$ cat config.mk
export PLATFORM = sky130hd
export DESIGN_NAME = tpc_top
export DESIGN_NICKNAME = d
export VERILOG_FILES = /design/src/logic/tpc_pkg.sv /design/src/logic/tpc_fwt_timer.sv /design/src/logic/tpc_top.sv
export SDC_FILE = /design/constraint.sdc
export NUM_CORES = 1
export LEC_CHECK = 0
export BUFFER_PORTS_ARGS = -buffer_cell sky130_fd_sc_hd__buf_2
export CAP_MARGIN = 15
export CELL_PAD_IN_SITES_DETAIL_PLACEMENT = 1
export CELL_PAD_IN_SITES_GLOBAL_PLACEMENT = 1
export CORE_MARGIN = 5
export CORE_UTILIZATION = 40
export DETAILED_ROUTE_END_ITERATION = 10
export GPL_ROUTABILITY_DRIVEN = 0
export GPL_TIMING_DRIVEN = 1
export PLACE_DENSITY = 0.83
export SLEW_MARGIN = 0
export SYNTH_ARGS = -nofsm -noshare
export SYNTH_HDL_FRONTEND = slang
export SYNTH_SLANG_ARGS = --single-unit
export TNS_END_PERCENT = 20
$ cat constraint.sdc
create_clock -name I_CLK -period 7.61 [get_ports I_CLK]
set_input_delay 1.1415 -clock I_CLK [delete_from_list [all_inputs] [get_ports I_CLK]]
set_output_delay 1.1415 -clock I_CLK [all_outputs]
set_load 0.03 [all_outputs]
$ cat src/logic/tpc_pkg.sv
// Constants and types shared by the Type B parameter checker
package tpc_pkg;

   // ------------------------------------------------------------
   // Register byte offsets
   // ------------------------------------------------------------
   localparam logic [11:0] ADDR_CTRL      = 12'h000;
   localparam logic [11:0] ADDR_ID_LO     = 12'h004;
   localparam logic [11:0] ADDR_ID_HI     = 12'h008;
   localparam logic [11:0] ADDR_MEM_LAST  = 12'h00c;
   localparam logic [11:0] ADDR_SEL_PARAM = 12'h010;
   localparam logic [11:0] ADDR_STATUS    = 12'h014;
   localparam logic [11:0] ADDR_PUPI      = 12'h018;
   localparam logic [11:0] ADDR_FWT       = 12'h01c;

   // ------------------------------------------------------------
   // Field positions and reset values
   // ------------------------------------------------------------
   localparam int          CTRL_AFI_LSB  = 0;
   localparam int          CTRL_FWI_LSB  = 8;
   localparam int          SEL_P1_LSB    = 8;
   localparam int          P1_TOP_BIT    = 7;
   localparam logic [7:0]  AFI_RST       = 8'h00;
   localparam logic [3:0]  FWI_RST       = 4'h0;
   localparam logic [3:0]  FWI_MAX       = 4'he;
   localparam logic [31:0] ID_RST        = 32'h00000000;
   localparam logic [11:0] MEM_LAST_RST  = 12'hfff;
   localparam logic [7:0]  SEL_P1_RST    = 8'h04;
   localparam logic [7:0]  SEL_P2_RST    = 8'h00;

   // ------------------------------------------------------------
   // Status words and mode codes
   // ------------------------------------------------------------
   localparam logic [7:0]  SW1_OK        = 8'h90;
   localparam logic [7:0]  SW2_OK        = 8'h00;
   localparam logic [7:0]  SW1_PARAM     = 8'h6a;
   localparam logic [7:0]  SW2_PARAM     = 8'h86;
   localparam logic [7:0]  SW1_LEN       = 8'h67;
   localparam logic [7:0]  SW2_LEN       = 8'h00;
   localparam logic [2:0]  P1_MODE_PLAIN = 3'h0;
   localparam logic [2:0]  P1_MODE_PRIV  = 3'h2;
   localparam logic [2:0]  P1_MODE_FAM   = 3'h3;
   localparam logic [7:0]  BLK_BYTES     = 8'h10;
   localparam logic [7:0]  ENC_OVERHEAD  = 8'h20;

   // ------------------------------------------------------------
   // Timing: base wait is 256 x 16 carrier periods
   // ------------------------------------------------------------
   localparam int          FC_KHZ        = 13560;
   localparam int          CLK_KHZ       = 125000;
   localparam int          FWT_BASE_FC   = 256 * 16;
   localparam logic [31:0] FWT_BASE_CYC  = 32'(FWT_BASE_FC * CLK_KHZ / FC_KHZ);

   typedef enum logic [1:0] {
      TPC_CMD_REQB   = 2'b00,
      TPC_CMD_READ   = 2'b01,
      TPC_CMD_WRITE  = 2'b10,
      TPC_CMD_SELECT = 2'b11
   } tpc_cmd_t;

   typedef enum logic [1:0] {
      TPC_MODE_PLAIN = 2'b00,
      TPC_MODE_PRIV  = 2'b01,
      TPC_MODE_FAM   = 2'b10
   } tpc_mode_t;

   typedef enum logic [1:0] {
      TPC_FWT_IDLE    = 2'b00,
      TPC_FWT_RUN     = 2'b01,
      TPC_FWT_EXPIRED = 2'b10
   } tpc_fwt_state_t;

endpackage

$ cat src/logic/tpc_fwt_timer.sv
// Frame waiting time counter
`timescale 1ns/1ps
module tpc_fwt_timer (
   input  wire logic        i_clk,
   input  wire logic        i_rst,
   input  wire logic        i_start,
   input  wire logic        i_stop,
   input  wire logic [31:0] i_limit,
   output logic             o_timeout,
   output logic             o_running
);

   tpc_pkg::tpc_fwt_state_t state_reg;
   logic [31:0]             cnt_reg;
   logic [31:0]             lim_reg;

   // ------------------------------------------------------------
   // Wait state machine
   // ------------------------------------------------------------
   // Limit is latched at start so a software FWI change cannot
   // stretch or cut a wait already in progress.
   always_ff @(posedge i_clk or posedge i_rst) begin
      if (i_rst) begin
         state_reg <= tpc_pkg::TPC_FWT_IDLE;
         cnt_reg   <= 32'h00000000;
         lim_reg   <= 32'h00000000;
      end else if (i_start) begin
         state_reg <= tpc_pkg::TPC_FWT_RUN;
         cnt_reg   <= 32'h00000000;
         lim_reg   <= i_limit;
      end else begin
         unique case (state_reg)
            tpc_pkg::TPC_FWT_IDLE: begin
               state_reg <= tpc_pkg::TPC_FWT_IDLE;
            end
            tpc_pkg::TPC_FWT_RUN: begin
               if (i_stop) begin
                  state_reg <= tpc_pkg::TPC_FWT_IDLE;
               end else if (cnt_reg == lim_reg - 32'h00000001) begin
                  state_reg <= tpc_pkg::TPC_FWT_EXPIRED;
               end else begin
                  cnt_reg <= cnt_reg + 32'h00000001;
               end
            end
            tpc_pkg::TPC_FWT_EXPIRED: begin
               if (i_stop) begin
                  state_reg <= tpc_pkg::TPC_FWT_IDLE;
               end
            end
            default: begin
               state_reg <= tpc_pkg::TPC_FWT_IDLE;
            end
         endcase
      end
   end

   assign o_timeout = (state_reg == tpc_pkg::TPC_FWT_EXPIRED);
   assign o_running = (state_reg == tpc_pkg::TPC_FWT_RUN);
endmodule

$ cat src/logic/tpc_top.sv
// Type B parameter checker: family filter, identifier, wait time, address and mode decode
`timescale 1ns/1ps
module tpc_top #(
   parameter logic [31:0] FWT_BASE_CYC = tpc_pkg::FWT_BASE_CYC
) (
   input  wire logic        I_CLK,
   input  wire logic        I_RST,
   input  wire logic        I_PSEL,
   input  wire logic        I_PENABLE,
   input  wire logic        I_PWRITE,
   input  wire logic [11:0] I_PADDR,
   input  wire logic [31:0] I_PWDATA,
   output logic [31:0]      O_PRDATA,
   output logic             O_PREADY,
   output logic             O_PSLVERR,
   input  wire logic        I_CMD_VALID,
   input  wire logic [1:0]  I_CMD_KIND,
   input  wire logic [7:0]  I_CMD_AFI,
   input  wire logic [7:0]  I_CMD_P1,
   input  wire logic [7:0]  I_CMD_P2,
   input  wire logic [7:0]  I_CMD_LEN,
   output logic             O_RSP_VALID,
   output logic             O_RSP_ANSWER,
   output logic [7:0]       O_RSP_SW1,
   output logic [7:0]       O_RSP_SW2,
   output logic [1:0]       O_RSP_MODE,
   output logic [11:0]      O_RSP_ADDR,
   output logic [7:0]       O_PAY_OFF,
   output logic [7:0]       O_PAY_LEN,
   output logic [31:0]      O_PUPI,
   output logic [3:0]       O_FWI,
   input  wire logic        I_FWT_START,
   input  wire logic        I_FWT_STOP,
   output logic             O_FWT_TIMEOUT,
   output logic             O_FWT_RUNNING
);

   // ------------------------------------------------------------
   // Register file
   // ------------------------------------------------------------
   logic [7:0]  afi_reg;
   logic [3:0]  fwi_reg;
   logic [31:0] id_lo_reg;
   logic [31:0] id_hi_reg;
   logic [11:0] mem_last_reg;
   logic [7:0]  sel_p1_reg;
   logic [7:0]  sel_p2_reg;
   logic [7:0]  rej_cnt_reg;
   logic [31:0] fwt_limit;
   logic        wr_en;
   logic        setup;
   logic [3:0]  fwi_wr;
   logic [31:0] rdata_next;
   logic        slverr_next;

   assign wr_en    = I_PSEL && I_PENABLE && I_PWRITE;
   assign setup    = I_PSEL && !I_PENABLE;
   assign O_PREADY = 1'b1;
   assign fwi_wr   = I_PWDATA[tpc_pkg::CTRL_FWI_LSB +: 4];

   always_ff @(posedge I_CLK or posedge I_RST) begin
      if (I_RST) begin
         afi_reg      <= tpc_pkg::AFI_RST;
         fwi_reg      <= tpc_pkg::FWI_RST;
         id_lo_reg    <= tpc_pkg::ID_RST;
         id_hi_reg    <= tpc_pkg::ID_RST;
         mem_last_reg <= tpc_pkg::MEM_LAST_RST;
         sel_p1_reg   <= tpc_pkg::SEL_P1_RST;
         sel_p2_reg   <= tpc_pkg::SEL_P2_RST;
      end else if (wr_en) begin
         unique case (I_PADDR)
            tpc_pkg::ADDR_CTRL: begin
               afi_reg <= I_PWDATA[tpc_pkg::CTRL_AFI_LSB +: 8];
               // Out-of-range integers saturate rather than wrap
               fwi_reg <= (fwi_wr > tpc_pkg::FWI_MAX) ? tpc_pkg::FWI_MAX : fwi_wr;
            end
            tpc_pkg::ADDR_ID_LO: begin
               id_lo_reg <= I_PWDATA;
            end
            tpc_pkg::ADDR_ID_HI: begin
               id_hi_reg <= I_PWDATA;
            end
            tpc_pkg::ADDR_MEM_LAST: begin
               mem_last_reg <= I_PWDATA[11:0];
            end
            tpc_pkg::ADDR_SEL_PARAM: begin
               sel_p1_reg <= I_PWDATA[tpc_pkg::SEL_P1_LSB +: 8];
               sel_p2_reg <= I_PWDATA[7:0];
            end
            default: begin
               afi_reg <= afi_reg;
            end
         endcase
      end
   end

   assign O_PUPI    = id_lo_reg;
   assign O_FWI     = fwi_reg;
   assign fwt_limit = FWT_BASE_CYC << fwi_reg;

   // Read data is captured in the setup phase, so no wait state is needed
   always_comb begin
      rdata_next  = 32'h00000000;
      slverr_next = 1'b0;
      unique case (I_PADDR)
         tpc_pkg::ADDR_CTRL:      rdata_next = {20'h00000, fwi_reg, afi_reg};
         tpc_pkg::ADDR_ID_LO:     rdata_next = id_lo_reg;
         tpc_pkg::ADDR_ID_HI:     rdata_next = id_hi_reg;
         tpc_pkg::ADDR_MEM_LAST:  rdata_next = {20'h00000, mem_last_reg};
         tpc_pkg::ADDR_SEL_PARAM: rdata_next = {16'h0000, sel_p1_reg, sel_p2_reg};
         tpc_pkg::ADDR_STATUS:    rdata_next = {rej_cnt_reg, 5'h00, O_RSP_ANSWER,
                                                O_RSP_MODE, O_RSP_SW1, O_RSP_SW2};
         tpc_pkg::ADDR_PUPI:      rdata_next = id_lo_reg;
         tpc_pkg::ADDR_FWT:       rdata_next = fwt_limit;
         default:                 slverr_next = 1'b1;
      endcase
   end

   always_ff @(posedge I_CLK or posedge I_RST) begin
      if (I_RST) begin
         O_PRDATA  <= 32'h00000000;
         O_PSLVERR <= 1'b0;
      end else if (setup) begin
         O_PRDATA  <= I_PWRITE ? 32'h00000000 : rdata_next;
         O_PSLVERR <= slverr_next;
      end
   end

   // ------------------------------------------------------------
   // Command decode
   // ------------------------------------------------------------
   tpc_pkg::tpc_cmd_t  cmd_kind;
   tpc_pkg::tpc_mode_t mode_c;
   logic [2:0]  mode_bits;
   logic [11:0] addr_c;
   logic        afi_hit;
   logic        mode_ok;
   logic        enc;
   logic        p1_err;
   logic        len_err;
   logic        sel_hit;
   logic        rsp_c;
   logic        answer_c;
   logic [7:0]  sw1_c;
   logic [7:0]  sw2_c;
   logic [7:0]  pay_off_c;
   logic [7:0]  pay_len_c;

   assign cmd_kind  = tpc_pkg::tpc_cmd_t'(I_CMD_KIND);
   assign mode_bits = I_CMD_P1[6:4];
   assign addr_c    = {I_CMD_P1[3:0], I_CMD_P2};
   assign sel_hit   = (I_CMD_P1 == sel_p1_reg) && (I_CMD_P2 == sel_p2_reg);

   always_comb begin
      if (I_CMD_AFI == 8'h00) begin
         afi_hit = 1'b1;
      end else if (I_CMD_AFI[3:0] == 4'h0) begin
         afi_hit = (I_CMD_AFI[7:4] == afi_reg[7:4]);
      end else if (I_CMD_AFI[7:4] == 4'h0) begin
         afi_hit = (I_CMD_AFI[3:0] == afi_reg[3:0]);
      end else begin
         afi_hit = (I_CMD_AFI == afi_reg);
      end
   end

   always_comb begin
      mode_ok = 1'b1;
      mode_c  = tpc_pkg::TPC_MODE_PLAIN;
      if (mode_bits == tpc_pkg::P1_MODE_PRIV) begin
         mode_c = tpc_pkg::TPC_MODE_PRIV;
      end else if (mode_bits == tpc_pkg::P1_MODE_FAM) begin
         mode_c = tpc_pkg::TPC_MODE_FAM;
      end else if (mode_bits != tpc_pkg::P1_MODE_PLAIN) begin
         mode_ok = 1'b0;
      end
   end

   assign enc     = mode_ok && (mode_c != tpc_pkg::TPC_MODE_PLAIN);
   // Parameter byte checks rank above length checks
   assign p1_err  = I_CMD_P1[tpc_pkg::P1_TOP_BIT] || !mode_ok
                    || (addr_c > mem_last_reg)
                    || (enc && addr_c[3:0] != 4'h0);
   // A vector and a code alone already take 32 bytes
   assign len_err = enc && (I_CMD_LEN[3:0] != 4'h0 || I_CMD_LEN < tpc_pkg::ENC_OVERHEAD);

   always_comb begin
      rsp_c     = 1'b1;
      answer_c  = 1'b0;
      sw1_c     = tpc_pkg::SW1_OK;
      sw2_c     = tpc_pkg::SW2_OK;
      pay_off_c = 8'h00;
      pay_len_c = 8'h00;
      unique case (cmd_kind)
         tpc_pkg::TPC_CMD_REQB: begin
            rsp_c    = afi_hit;
            answer_c = afi_hit;
         end
         tpc_pkg::TPC_CMD_SELECT: begin
            if (!sel_hit) begin
               sw1_c = tpc_pkg::SW1_PARAM;
               sw2_c = tpc_pkg::SW2_PARAM;
            end
         end
         tpc_pkg::TPC_CMD_READ, tpc_pkg::TPC_CMD_WRITE: begin
            if (p1_err) begin
               sw1_c = tpc_pkg::SW1_PARAM;
               sw2_c = tpc_pkg::SW2_PARAM;
            end else if (len_err) begin
               sw1_c = tpc_pkg::SW1_LEN;
               sw2_c = tpc_pkg::SW2_LEN;
            end else if (enc) begin
               pay_off_c = tpc_pkg::BLK_BYTES;
               pay_len_c = I_CMD_LEN - tpc_pkg::ENC_OVERHEAD;
            end else begin
               pay_len_c = I_CMD_LEN;
            end
         end
      endcase
   end

   // ------------------------------------------------------------
   // Response registers
   // ------------------------------------------------------------
   // An unmatched request leaves the last response fields untouched
   always_ff @(posedge I_CLK or posedge I_RST) begin
      if (I_RST) begin
         O_RSP_VALID  <= 1'b0;
         O_RSP_ANSWER <= 1'b0;
         O_RSP_SW1    <= 8'h00;
         O_RSP_SW2    <= 8'h00;
         O_RSP_MODE   <= tpc_pkg::TPC_MODE_PLAIN;
         O_RSP_ADDR   <= 12'h000;
         O_PAY_OFF    <= 8'h00;
         O_PAY_LEN    <= 8'h00;
      end else begin
         O_RSP_VALID <= I_CMD_VALID && rsp_c;
         if (I_CMD_VALID && rsp_c) begin
            O_RSP_ANSWER <= answer_c;
            O_RSP_SW1    <= sw1_c;
            O_RSP_SW2    <= sw2_c;
            O_RSP_MODE   <= mode_c;
            O_RSP_ADDR   <= addr_c;
            O_PAY_OFF    <= pay_off_c;
            O_PAY_LEN    <= pay_len_c;
         end
      end
   end

   always_ff @(posedge I_CLK or posedge I_RST) begin
      if (I_RST) begin
         rej_cnt_reg <= 8'h00;
      end else if (I_CMD_VALID && rsp_c && sw1_c != tpc_pkg::SW1_OK
                   && rej_cnt_reg != 8'hff) begin
         rej_cnt_reg <= rej_cnt_reg + 8'h01;
      end
   end

   tpc_fwt_timer u_fwt (
      .i_clk     (I_CLK),
      .i_rst     (I_RST),
      .i_start   (I_FWT_START),
      .i_stop    (I_FWT_STOP),
      .i_limit   (fwt_limit),
      .o_timeout (O_FWT_TIMEOUT),
      .o_running (O_FWT_RUNNING)
   );

   logic reqb_v;
   logic rw_v;
   assign reqb_v = I_CMD_VALID && cmd_kind == tpc_pkg::TPC_CMD_REQB;
   assign rw_v   = I_CMD_VALID && (cmd_kind == tpc_pkg::TPC_CMD_READ
                                   || cmd_kind == tpc_pkg::TPC_CMD_WRITE);
endmodule

==> flow_summary.rst <==
.. list-table::
   :header-rows: 1

   * - Metric
     - Value
   * - Data required time of the critical path
     - 8.03 ns
   * - Mean instance size in the synthesized netlist
     - 10.1 um2
   * - Half-perimeter wire length after placement
     - 30.8 mm
   * - Share of flip-flops with an asynchronous set or reset after synthesis
     - 1.00
   * - Die boundary height
     - about 190 um
   * - Setup Skew
     - 0.0103 ns
   * - Cell at the root of the clock tree
     - sky130_fd_sc_hd__clkbuf_16
   * - Slew at the pin with the worst max-slew slack
     - approximately 1.2 ns
   * - Number of flops mapped to enable cells by yosys
     - 0
   * - Largest net degree at the start of global routing
     - roughly 130
   * - Number of instances in the synthesized netlist
     - 1277
   * - Biggest fanout along the worst timing path
     - 29
   * - Number of buffers inserted for hold repair after clock tree synthesis
     - 0
   * - Remaining global-route overflow
     - 0
   * - Synth top area cells
     - sky130_fd_sc_hd__dfrtp_1, sky130_fd_sc_hd__mux2_2, sky130_fd_sc_hd__nand2_1
   * - Source of the worst hold timing path
     - O_PAY_LEN[3]$_DFFE_PP0P_
   * - Peak Freq
     - roughly 0.25 GHz
   * - Unrepaired setup endpoints after global routing
     - no
   * - CTS Sinks
     - 238
   * - Leakage power
     - 7.18 nW
   * - Cell types with the highest counts after synthesis
     - sky130_fd_sc_hd__dfrtp_1, sky130_fd_sc_hd__nand2_1, sky130_fd_sc_hd__mux2_2, sky130_fd_sc_hd__nor2_1, sky130_fd_sc_hd__o21ai_0
   * - Synth-to-layout area growth
     - 16.5%
   * - Share of the synthesized area in the top cell type
     - 0.437
   * - Full die area
     - roughly 0.036 mm2
   * - Top Family by Delay on Critical Path
     - simple AND/OR/NAND/NOR gates
   * - Max-cap viol count
     - 0
   * - Combinational fraction of design power
     - 0.087
   * - Critical Path Start Type
     - flop
   * - Final setup viols
     - 0
   * - Biggest cell delay along the critical path
     - 1.00 ns
   * - Chain of cells forming the critical path
     - inv_1, ha_1, nor3b_4, nand4_1, xor2_1, o221ai_1, a211oi_1, and4_1, nor3_2, nand3_1, mux2_2
   * - Sequential share of power
     - 0.459
   * - Number of buffers added by the clock tree synthesis step
     - 27
   * - Number of placement rows
     - between 60 and 70
   * - Crit path kind
     - flop to flop
   * - Final-layout fill cell count
     - 3581
   * - WL final
     - between 40 and 50 mm
   * - Total number of yosys warnings
     - 0
   * - Starting density of the core
     - 0.407
   * - Floorplan core area
     - approximately 0.032 mm2
   * - H-tree lvl count
     - 1
   * - Overall Global Routing Usage
     - 0.236
   * - Routed via count
     - 11001
   * - Normalized max-slew margin
     - 0.208
   * - Count of state elements after synthesis
     - ~240
   * - Sequential cell area fraction in the yosys report
     - 0.464
   * - Distinct cell type count after synthesis
     - 74
   * - Number of port buffers
     - 192
   * - Number of nets at the end of the flow
     - ~1500
   * - DRC
     - 0
   * - Number of hold violations in the final report
     - 0
   * - Endpoint type of the worst setup path
     - flop
   * - Horizontal extent of the die
     - 189 um
   * - Worst VDD drop
     - 0.159 mV
   * - DRT iter0 DRCs
     - between 700 and 800
   * - Most used flip-flop cell after synthesis
     - sky130_fd_sc_hd__dfrtp_1
   * - Library cell occupying the most area in the post-synthesis netlist
     - sky130_fd_sc_hd__dfrtp_1
   * - Number of global-route vias before repair
     - between 10000 and 15000
   * - DR vias/cell
     - 5.92
   * - Status
     - finished clean
   * - Global-route wire length before repair
     - 68.8 mm
   * - Cell area after synthesis
     - 0.0129 mm2
   * - Routed Antenna Nets
     - 0
   * - Crit share post-route
     - 0.529
   * - Number of diodes
     - 0
   * - Power Dens Cells
     - 195 mW/mm2
   * - Worst Hold Class
     - flop to flop
   * - Router iterations before antenna repair
     - 9
   * - Minimum period implied by the final worst setup slack
     - 4.02 ns
   * - Post-CTS setup repair buffer count
     - 0
   * - Number of antenna violations at the first check in global routing
     - 6
   * - Resize count post-CTS
     - 0
   * - Clock network fraction of total power
     - 0.454
   * - Skew-Pair Late Insertion Delay
     - 0.54 ns
   * - Final Max Slew Viols
     - 0
   * - Internal
     - 0.00215 W
   * - Longest Clk Path Bufs
     - 3
   * - Clock-pin slew reported for the worst setup and hold paths after clock tree synthesis
     - roughly 0.06 ns
   * - Routed WL per cell
     - roughly 23 um
   * - Sw power
     - 0.000768 W
   * - Slowest stage cell, crit path
     - sky130_fd_sc_hd__and4_1
   * - Worst path buffer plus inverter count
     - 1
   * - Switch share
     - 0.263
   * - Proportion of layout cells with a drive suffix above 1
     - 0.279
   * - Count leader, synth
     - sky130_fd_sc_hd__dfrtp_1
   * - Worst setup path start
     - u_fwt.lim_reg[1]$_DFFE_PP0P_
   * - CTS tree
     - done
   * - Startpoint of the worst-slack reg-to-reg timing path
     - u_fwt.lim_reg[1]$_DFFE_PP0P_
   * - Total design power
     - ~0.0029 W
   * - Data arrival, critical path
     - 4.45 ns
   * - I/O pin count
     - 206
   * - Final setup TNS
     - 0 ns
## layout by cell type (no fill, tap or decap), types with 19 or more instances in the layout
master / count
sky130_fd_sc_hd__dfrtp_1: 225
sky130_fd_sc_hd__buf_2: 192
sky130_fd_sc_hd__nand2_1: 149
sky130_fd_sc_hd__mux2_2: 110
sky130_fd_sc_hd__nor2_1: 85
sky130_fd_sc_hd__o21ai_0: 60
sky130_fd_sc_hd__xnor2_1: 59
sky130_fd_sc_hd__nand3_1: 39
sky130_fd_sc_hd__a21oi_1: 39
sky130_fd_sc_hd__nor3_1: 35
sky130_fd_sc_hd__inv_1: 32
sky130_fd_sc_hd__xor2_1: 32
sky130_fd_sc_hd__clkbuf_16: 27
sky130_fd_sc_hd__nand4_1: 24
sky130_fd_sc_hd__ha_1: 22
sky130_fd_sc_hd__nor4_1: 19
## per-stage QoR
step            util  hold slack [ns]  setup slack (ns)  instance area, um2  std cells
4_1_cts        0.474            0.477              3.59               15000       1859
5_1_grt        0.474            0.494              3.33               15000       1859
3_3_place_gp   0.446            0.447              3.66               14100       1810
6_report       0.474            0.472              3.59               15000       1859
2_1_floorplan      -            0.463              3.36               12900       1288
3_5_place_dp   0.446            0.461              3.51               14100       1810
## tightest hold or removal path, cell delays in order, from the launching register on
cell and delay (ns):
sky130_fd_sc_hd__dfrtp_1 0.34, sky130_fd_sc_hd__nand2_1 0.05, sky130_fd_sc_hd__nand2_1 0.05
## area by class of cell
cell class	count	area, um2	area share
flip-flops and latches	238	5970	0.398
multi-input cells	929	6420	0.428
clock inverters	14	169	0.0113
inverters	34	131	0.00876
repair buffers	207	1090	0.0724
well taps	402	503	0.0335
clock buffers	35	726	0.0484
## power groups by stage
stage,logic [W],clock network (W),registers (W)
detailed placement,0.000251,0,0.00136
global route,0.000276,0.00141,0.00135
global placement,0.000241,0,0.00136
CTS,0.000256,0.00134,0.00134
floorplan,0.000144,0,0.00137
finish,0.000254,0.00133,0.00134
## final timing paths
check	depth (start not counted)	slack, ns	end
max	11	3.59	u_fwt.cnt_reg[26]$_DFFE_PP0P_
min reg2reg	2	0.47	O_PAY_LEN[3]$_DFFE_PP0P_
max reg2reg	11	3.59	u_fwt.cnt_reg[26]$_DFFE_PP0P_
min in group asynchronous	2	0.79	O_PRDATA[6]$_DFFE_PP0P_
max in group asynchronous	3	5.35	id_hi_reg[23]$_DFFE_PP0P_
min	2	0.47	O_PAY_LEN[3]$_DFFE_PP0P_
## routing by layer
metal  part of all wire  track usage  vias to the layer above
met4              0.037       0.0826                       12
met2               0.50        0.419                      373
met5             0.0016            0                        -
met1               0.39        0.283                     5617
met3              0.064       0.0496                      115
li1                   -            -                     4884
## cell families (layout without fill, tap and decap cells)
logic type / count (synthesis) / in the layout / synth area share
mux: 120 / 120 / 0.104
xor+xnor: 91 / 91 / 0.0619
fa+ha+maj: 22 / 22 / 0.0214
simple gates: 451 / 451 / 0.181
flops: 238 / 238 / 0.464
compound gates: 232 / 232 / 0.124
other cells: 2 / 13 / 0.000583
buf+inv: 121 / 290 / 0.0435
Power figures use the tool's default switching activity.
